### src/include/jio_pkg.sv
// Constants, enumerations and field positions for the jump, increment and
// OR execution block. Assumes one instruction clock shared by the core.
// Contract
// (RULE1) Jump loads literal into counter bits ten-zero.
// (RULE2) Jump copies latch bits four-three upward.
// (RULE3) Jump is unconditional, two cycles, flags kept.
// (RULE4) Destination bit picks accumulator or register.
// (RULE5) Increment-skip adds one; zero result skips next.
// (RULE6) Plain increment adds one, updates zero flag.
// (RULE7) OR literal into accumulator, update zero flag.
// (RULE8) OR accumulator with register, update zero flag.
// (RULE9) Zero flag set exactly when result is zero.
package jio_pkg;
    // ==================================================================
    // Widths and field positions
    // ==================================================================
    localparam int JIO_PC_W = 13;
    localparam int JIO_LIT_W = 11;
    localparam int JIO_DATA_W = 8;
    localparam int JIO_ADDR_W = 7;
    localparam int JIO_LATCH_HI = 4;
    localparam int JIO_LATCH_LO = 3;
    // Destination bit value that selects the accumulator.
    localparam logic JIO_DEST_ACC = 1'b0;
    // ==================================================================
    // Reset values and steps
    // ==================================================================
    localparam logic [12:0] JIO_PC_RESET = 13'h0000;
    localparam logic [12:0] JIO_PC_STEP = 13'h0001;
    localparam logic [12:0] JIO_PC_SKIP = 13'h0002;
    localparam logic [7:0] JIO_DATA_RESET = 8'h00;
    localparam logic [7:0] JIO_ONE = 8'h01;
    localparam logic [7:0] JIO_ZERO = 8'h00;
    localparam logic [6:0] JIO_ADDR_RESET = 7'h00;
    // ==================================================================
    // Operations and states
    // ==================================================================
    typedef enum logic [2:0] {
        JIO_OP_NOP = 3'b000,
        JIO_OP_JUMP_ABSOLUTE = 3'b001,
        JIO_OP_INCREMENT_SKIP_ON_NULL = 3'b010,
        JIO_OP_OR_LITERAL_INTO_ACCUMULATOR = 3'b011,
        JIO_OP_INCREMENT_REGISTER = 3'b100,
        JIO_OP_OR_ACCUMULATOR_WITH_REGISTER = 3'b101
    } jio_op_type;
    typedef enum logic [0:0] {
        JIO_ST_RUN = 1'b0,
        JIO_ST_DEAD = 1'b1
    } jio_state_type;
endpackage

### src/include/jio_alu_if.sv
// Interface between the execution control and its data path.
// Assumes both ends sit on the same instruction clock.
`timescale 1ns/1ps
interface jio_alu_if;
    import jio_pkg::*;
    jio_op_type op; // Operation to evaluate.
    logic [7:0] acc; // Current accumulator.
    logic [7:0] opnd; // Register operand value.
    logic [7:0] lit; // Eight-bit literal.
    logic [7:0] result; // Computed result.
    logic zero; // Result is all zeros.
    modport ctrl (output op, output acc, output opnd, output lit,
                  input result, input zero);
    modport alu (input op, input acc, input opnd, input lit,
                 output result, output zero);
endinterface

### src/rtl/jio_top.sv
// Execution of jump, increment, increment-skip and two OR operations.
// Assumes the fetch unit presents the instruction at program_counter and
// the register file returns the addressed register on reg_rdata at once.
`timescale 1ns/1ps
module jio_top
    import jio_pkg::*;
(
    input wire logic ref_clk,
    input wire logic rst,
    input wire logic instr_valid,
    input wire jio_op_type instr_op,
    input wire logic [10:0] instr_literal,
    input wire logic [6:0] instr_reg_addr,
    input wire logic instr_dest,
    input wire logic [7:0] reg_rdata,
    input wire logic [7:0] upper_jump_latch,
    output logic instr_ready,
    output logic [12:0] program_counter,
    output logic [7:0] accumulator,
    output logic zero_flag,
    output logic reg_wr_en,
    output logic [6:0] reg_wr_addr,
    output logic [7:0] reg_wr_data,
    output logic skip_nop
);
    // ==================================================================
    // State
    // ==================================================================
    // All state lives in one record so reset and update stay in step.
    typedef struct packed {
        jio_state_type state; // Run, or dead cycle of a two-cycle op.
        logic ready; // Accepting a new instruction.
        logic [12:0] pc; // Program counter.
        logic [7:0] acc; // Accumulator.
        logic zero; // Zero flag.
        logic wr_en; // Register file write strobe.
        logic [6:0] wr_addr; // Register file write address.
        logic [7:0] wr_data; // Register file write data.
        logic skipped; // Dead cycle stands in for a skipped op.
    } jio_core_type;

    jio_core_type state_ff; // Registered state.
    jio_core_type nxt_state; // Next state.
    logic take; // Instruction accepted this cycle.
    logic has_dest; // Operation honours the destination bit.
    logic upd_zero; // Operation updates the zero flag.

    jio_alu_if alu_bus ();

    // ==================================================================
    // Data path
    // ==================================================================
    assign alu_bus.op = instr_op;
    assign alu_bus.acc = state_ff.acc;
    assign alu_bus.opnd = reg_rdata;
    assign alu_bus.lit = instr_literal[7:0];

    jio_alu u_alu (
        .bus (alu_bus)
    );

    assign take = instr_valid && state_ff.ready;

    // ==================================================================
    // Operation classes
    // ==================================================================
    // The jump and the literal OR have no destination choice; the skip
    // form is the only register op that leaves the flag alone.
    always_comb begin
        has_dest = 1'b0;
        upd_zero = 1'b0;
        case (instr_op)
            JIO_OP_INCREMENT_SKIP_ON_NULL: begin
                has_dest = 1'b1;
            end
            JIO_OP_INCREMENT_REGISTER,
            JIO_OP_OR_ACCUMULATOR_WITH_REGISTER: begin
                has_dest = 1'b1; // RULE4
                upd_zero = 1'b1; // RULE6 RULE8
            end
            JIO_OP_OR_LITERAL_INTO_ACCUMULATOR: begin
                upd_zero = 1'b1; // RULE7
            end
            default: begin
                has_dest = 1'b0;
            end
        endcase
    end

    // ==================================================================
    // Next state
    // ==================================================================
    always_comb begin
        nxt_state = state_ff;
        nxt_state.wr_en = 1'b0;
        case (state_ff.state)
            JIO_ST_RUN: begin
                nxt_state.skipped = 1'b0;
                if (take) begin
                    nxt_state.pc = state_ff.pc + JIO_PC_STEP;
                    if (instr_op == JIO_OP_JUMP_ABSOLUTE) begin
                        // Upper bits come only from the latch, never from
                        // the old counter, so pages change on a jump.
                        nxt_state.pc[10:0] = instr_literal; // RULE1
                        nxt_state.pc[12:11] =
                            upper_jump_latch[JIO_LATCH_HI:JIO_LATCH_LO]; // RULE2
                        nxt_state.state = JIO_ST_DEAD; // RULE3
                        nxt_state.ready = 1'b0; // RULE3
                    end
                    if (has_dest && instr_dest != JIO_DEST_ACC) begin
                        nxt_state.wr_en = 1'b1; // RULE4
                        nxt_state.wr_addr = instr_reg_addr; // RULE4
                        nxt_state.wr_data = alu_bus.result; // RULE4
                    end else if (has_dest ||
                        instr_op == JIO_OP_OR_LITERAL_INTO_ACCUMULATOR) begin
                        nxt_state.acc = alu_bus.result; // RULE4
                    end
                    if (upd_zero) begin
                        nxt_state.zero = alu_bus.zero; // RULE9
                    end
                    if (instr_op == JIO_OP_INCREMENT_SKIP_ON_NULL &&
                        alu_bus.zero) begin
                        // Step over the next word and burn one cycle as
                        // the no-operation that replaces it.
                        nxt_state.pc = state_ff.pc + JIO_PC_SKIP; // RULE5
                        nxt_state.state = JIO_ST_DEAD; // RULE5
                        nxt_state.ready = 1'b0; // RULE5
                        nxt_state.skipped = 1'b1; // RULE5
                    end
                end
            end
            JIO_ST_DEAD: begin
                // The second cycle only waits; only the write strobe drops.
                nxt_state.state = JIO_ST_RUN;
                nxt_state.ready = 1'b1;
            end
            default: begin
                nxt_state.state = JIO_ST_RUN;
                nxt_state.ready = 1'b1;
            end
        endcase
    end

    // ==================================================================
    // State register
    // ==================================================================
    always_ff @(posedge ref_clk) begin
        if (rst) begin
            state_ff.state <= JIO_ST_RUN;
            state_ff.ready <= 1'b1;
            state_ff.pc <= JIO_PC_RESET;
            state_ff.acc <= JIO_DATA_RESET;
            state_ff.zero <= 1'b0;
            state_ff.wr_en <= 1'b0;
            state_ff.wr_addr <= JIO_ADDR_RESET;
            state_ff.wr_data <= JIO_DATA_RESET;
            state_ff.skipped <= 1'b0;
        end else begin
            state_ff <= nxt_state;
        end
    end

    // ==================================================================
    // Outputs, all straight from the state register
    // ==================================================================
    assign instr_ready = state_ff.ready;
    assign program_counter = state_ff.pc;
    assign accumulator = state_ff.acc;
    assign zero_flag = state_ff.zero;
    assign reg_wr_en = state_ff.wr_en;
    assign reg_wr_addr = state_ff.wr_addr;
    assign reg_wr_data = state_ff.wr_data;
    assign skip_nop = state_ff.skipped;
endmodule // jio_top

### src/rtl/jio_alu.sv
// Combinational data path: increment and inclusive OR with zero detect.
// Assumes operands are stable for the cycle in which they are used.
`timescale 1ns/1ps
module jio_alu
    import jio_pkg::*;
(
    jio_alu_if.alu bus
);
    // ==================================================================
    // Result selection
    // ==================================================================
    // Pure logic, so the control decides when the result counts.
    always_comb begin
        case (bus.op)
            JIO_OP_INCREMENT_SKIP_ON_NULL,
            JIO_OP_INCREMENT_REGISTER: begin
                // Wraps from all ones to zero, which drives the skip.
                bus.result = bus.opnd + JIO_ONE; // RULE5 RULE6
            end
            JIO_OP_OR_LITERAL_INTO_ACCUMULATOR: begin
                bus.result = bus.acc | bus.lit; // RULE7
            end
            JIO_OP_OR_ACCUMULATOR_WITH_REGISTER: begin
                bus.result = bus.acc | bus.opnd; // RULE8
            end
            default: begin
                bus.result = JIO_ZERO;
            end
        endcase
        // Full eight-bit compare; no carry or partial bits count.
        bus.zero = (bus.result == JIO_ZERO); // RULE9
    end
endmodule // jio_alu

### config.mk
export PLATFORM = sky130hd
export DESIGN_NAME = jio_top
export DESIGN_NICKNAME = d
export VERILOG_FILES = /design/src/include/jio_pkg.sv /design/src/include/jio_alu_if.sv /design/src/rtl/jio_top.sv /design/src/rtl/jio_alu.sv
export SDC_FILE = /design/constraint.sdc
export NUM_CORES = 1
export LEC_CHECK = 0
export BUFFER_PORTS_ARGS = -buffer_cell sky130_fd_sc_hd__buf_2
export CELL_PAD_IN_SITES_DETAIL_PLACEMENT = 1
export CELL_PAD_IN_SITES_GLOBAL_PLACEMENT = 1
export CORE_MARGIN = 2
export CORE_UTILIZATION = 40
export DETAILED_ROUTE_END_ITERATION = 16
export GPL_TIMING_DRIVEN = 0
export PLACE_DENSITY_LB_ADDON = 0.12
export SYNTH_ARGS = -nofsm -noshare
export SYNTH_HDL_FRONTEND = slang
export SYNTH_HIERARCHICAL = 1
export SYNTH_SLANG_ARGS = --single-unit
### constraint.sdc
create_clock -name ref_clk -period 7.2 [get_ports ref_clk]
set_input_delay 1.44 -clock ref_clk [delete_from_list [all_inputs] [get_ports ref_clk]]
set_output_delay 1.44 -clock ref_clk [all_outputs]
set_load 0.03 [all_outputs]
==> flow_summary.toml <==
[die]
coreArea_um2 = 6240
rows = 29
start_util = 0.407
io_pins = 81
die_area_um2 = 7000
die_w_um = 83.7
die_h_um = 83.7

[yosys]
synth_cells = 311
syn_nets = 355
yosys_warnings = 6
synth_edf_count = 0
synth_cell_types = 57
mappedNetlistArea_um2 = 2540
synth_top_flop_cell = "dfxtp_1"
ys_ff_latch = 41
avgSynthCellArea_um2 = 8.16
synth-seq-area-share = 0.323
async_reset_ff_frac = 0

[clock_network]
clk_path_buf_depth = 2
cts_resized = 0
cts_num_sinks = 41
numCtsBuffers = 5
cts_root_buf = "clkbuf_8"
clk_latency_ns = 0.30
clk_pin_slew_ns = 0.09
hold_buffers = 0
cts_setup_buffers = 0
cts_tree = "built"
h-tree-depth = 2

[detailed_routing]
drc = 0
vias = 2651
dr.pass1.iters = 4
antenna_left = 0
wire_per_inst_um = 17.7
finalWirelength_um = 8320
vias_per_cell = 5.65
drt_iter0_markers = 168

[placement]
placed_area_um2 = 3000
dp_hpwl_um = 6110
place_congestion = 0.822
io_buffers = 73

[setup_path]
crit_path_end_kind = "flip-flop"
cp_max_fo = 11
reg2regPathDepth = 10
cp-start-kind = "input port"
critPathArrivalTime_ns = 4.22
crit_required_ns = 7.43
critical_path_class = "in2reg"

[job]
drv_cap = 0

[sta]
max_clock_freq_mhz = 251
hold_viol = 0
rsz0062_at_grt = "no"
fin_crit_sh = 0.553
setup_viol = 0
drv_slew = 0
clock_skew_ns = 0.00599
setup_tns_ns = 0
slew_headroom = 0.582
worstMarginPinSlew_ns = 0.627
post-route-min-period_ns = 3.98

[global_route]
grt_max_degree = 14
antenna_found_initial = 0
gr-total-overflow = 0
grt_pass1_vias = 2705
grt_first_pass_wirelength_um = 13500
grt.total_usage = 0.239

[finish]
syn2layout_area_growth_pct = 21.6
final_cell_mix = "79 x buf_2, 54 x nor2_1, 41 x dfxtp_1"
layout.nets = 435
final_core_util = 0.495
layout_commonest_cell = "buf_2"
drive_above_1_share = 0.265
stdcell_area_um2 = 3090
antenna_cells = 0

[min_path]
hold_path_depth = 2
min_path_type = "reg2reg"

[status]
status = "finished clean"

[power_and_ir_drop]
powerDensity_nw_per_um2 = 168
ir_drop_mv = 0.116
p_leak_nw = 1.25
[synthesized netlist by cell type, types with 7 or more instances]
| cell | count | share of area |
|---|---|---|
| a21oi_1 | 14 | 0.028 |
| a31oi_1 | 9 | 0.022 |
| clkbuf_1 | 8 | 0.012 |
| dfxtp_1 | 41 | 0.32 |
| mux2i_1 | 24 | 0.095 |
| nand2_1 | 24 | 0.035 |
| nand2b_1 | 8 | 0.020 |
| nand3_1 | 8 | 0.016 |
| nor2_1 | 54 | 0.080 |
| o21a_1 | 7 | 0.021 |
| o21ai_0 | 14 | 0.028 |
| o22ai_1 | 9 | 0.022 |
| xnor2_1 | 9 | 0.031 |
[metrics by stage]
stage | power, mW | hold WS (ns) | cells | setup WS, ns
2_1_floorplan | 0.322 | 0.459 | 311 | 3.65
3_3_place_gp | 0.362 | 0.444 | 461 | 2.97
5_1_grt | 0.543 | 0.483 | 469 | 3.05
4_1_cts | 0.523 | 0.473 | 469 | 3.24
6_report | 0.519 | 0.468 | 469 | 3.22
3_5_place_dp | 0.365 | 0.460 | 461 | 2.94
[critical path, cell delays in order]
cell and delay (ns):
buf_2 0.20, nand2b_1 0.14, buf_4 0.18, o22ai_1 0.11, a22o_1 0.30, nand3b_1 0.20, nor4b_2 0.46, and4bb_1 0.30
buf_4 0.21, nand4_4 0.15, or3b_1 0.40, a31oi_1 0.12
[power by group]
part	total (mW)	switching (mW)	internal [mW]	leakage [nW]
Clock	0.158	0.0900	0.0685	0.0374
Combinational	0.118	0.0749	0.0434	0.885
Sequential	0.242	0.00778	0.234	0.332
[area by class of cell]
type	count	area, um2
buffer	22	115
clock buffer	6	72.6
clock inverter	2	15.0
fill	826	3150
inverter	1	3.75
multi-input combinational	247	1600
sequential	41	821
tap	77	96.3
timing repair buffer	73	365
[kinds of logic (layout without fill, tap and decap cells)]
kind of cell,Yosys count,after routing,share of synthesized area
AND/OR/NAND/NOR,129,129,0.262
AO/OA/AOI/OAI,79,79,0.217
flip-flops,41,41,0.323
multiplexers,24,24,0.0946
buffers and inverters,23,104,0.0468
XOR/XNOR,12,12,0.0414
adder cells (fa/ha/maj),3,3,0.0148
[worst paths after layout]
check	start	endpoint	slack [ns]
worst max register to register	accumulator[3]	program_counter[10]	4.44
worst min register to register	skip_nop	skip_nop	0.47
worst max-delay path	instr_op[2]	program_counter[10]	3.22
worst min-delay path	skip_nop	skip_nop	0.47
[sequential cells by signal, indices dropped and copies added (netlist names), named ones only]
| name | cells |
|---|---|
| program_counter | 12 |
| accumulator | 8 |
| reg_wr_data | 8 |
| reg_wr_addr | 7 |
| instr_ready | 1 |
| reg_wr_en | 1 |
| skip_nop | 1 |
| state_ff | 1 |
| zero_flag | 1 |
[per-layer routing]
metal,routed length [um],global-route usage,vias to the layer above
met2,3830,0.377,89
li1,-,-,1281
met5,0,0,-
met3,535,0.0495,12
met4,146,0.0836,0
met1,3810,0.325,1269
Note: power is estimated with default switching activity, not from simulation.
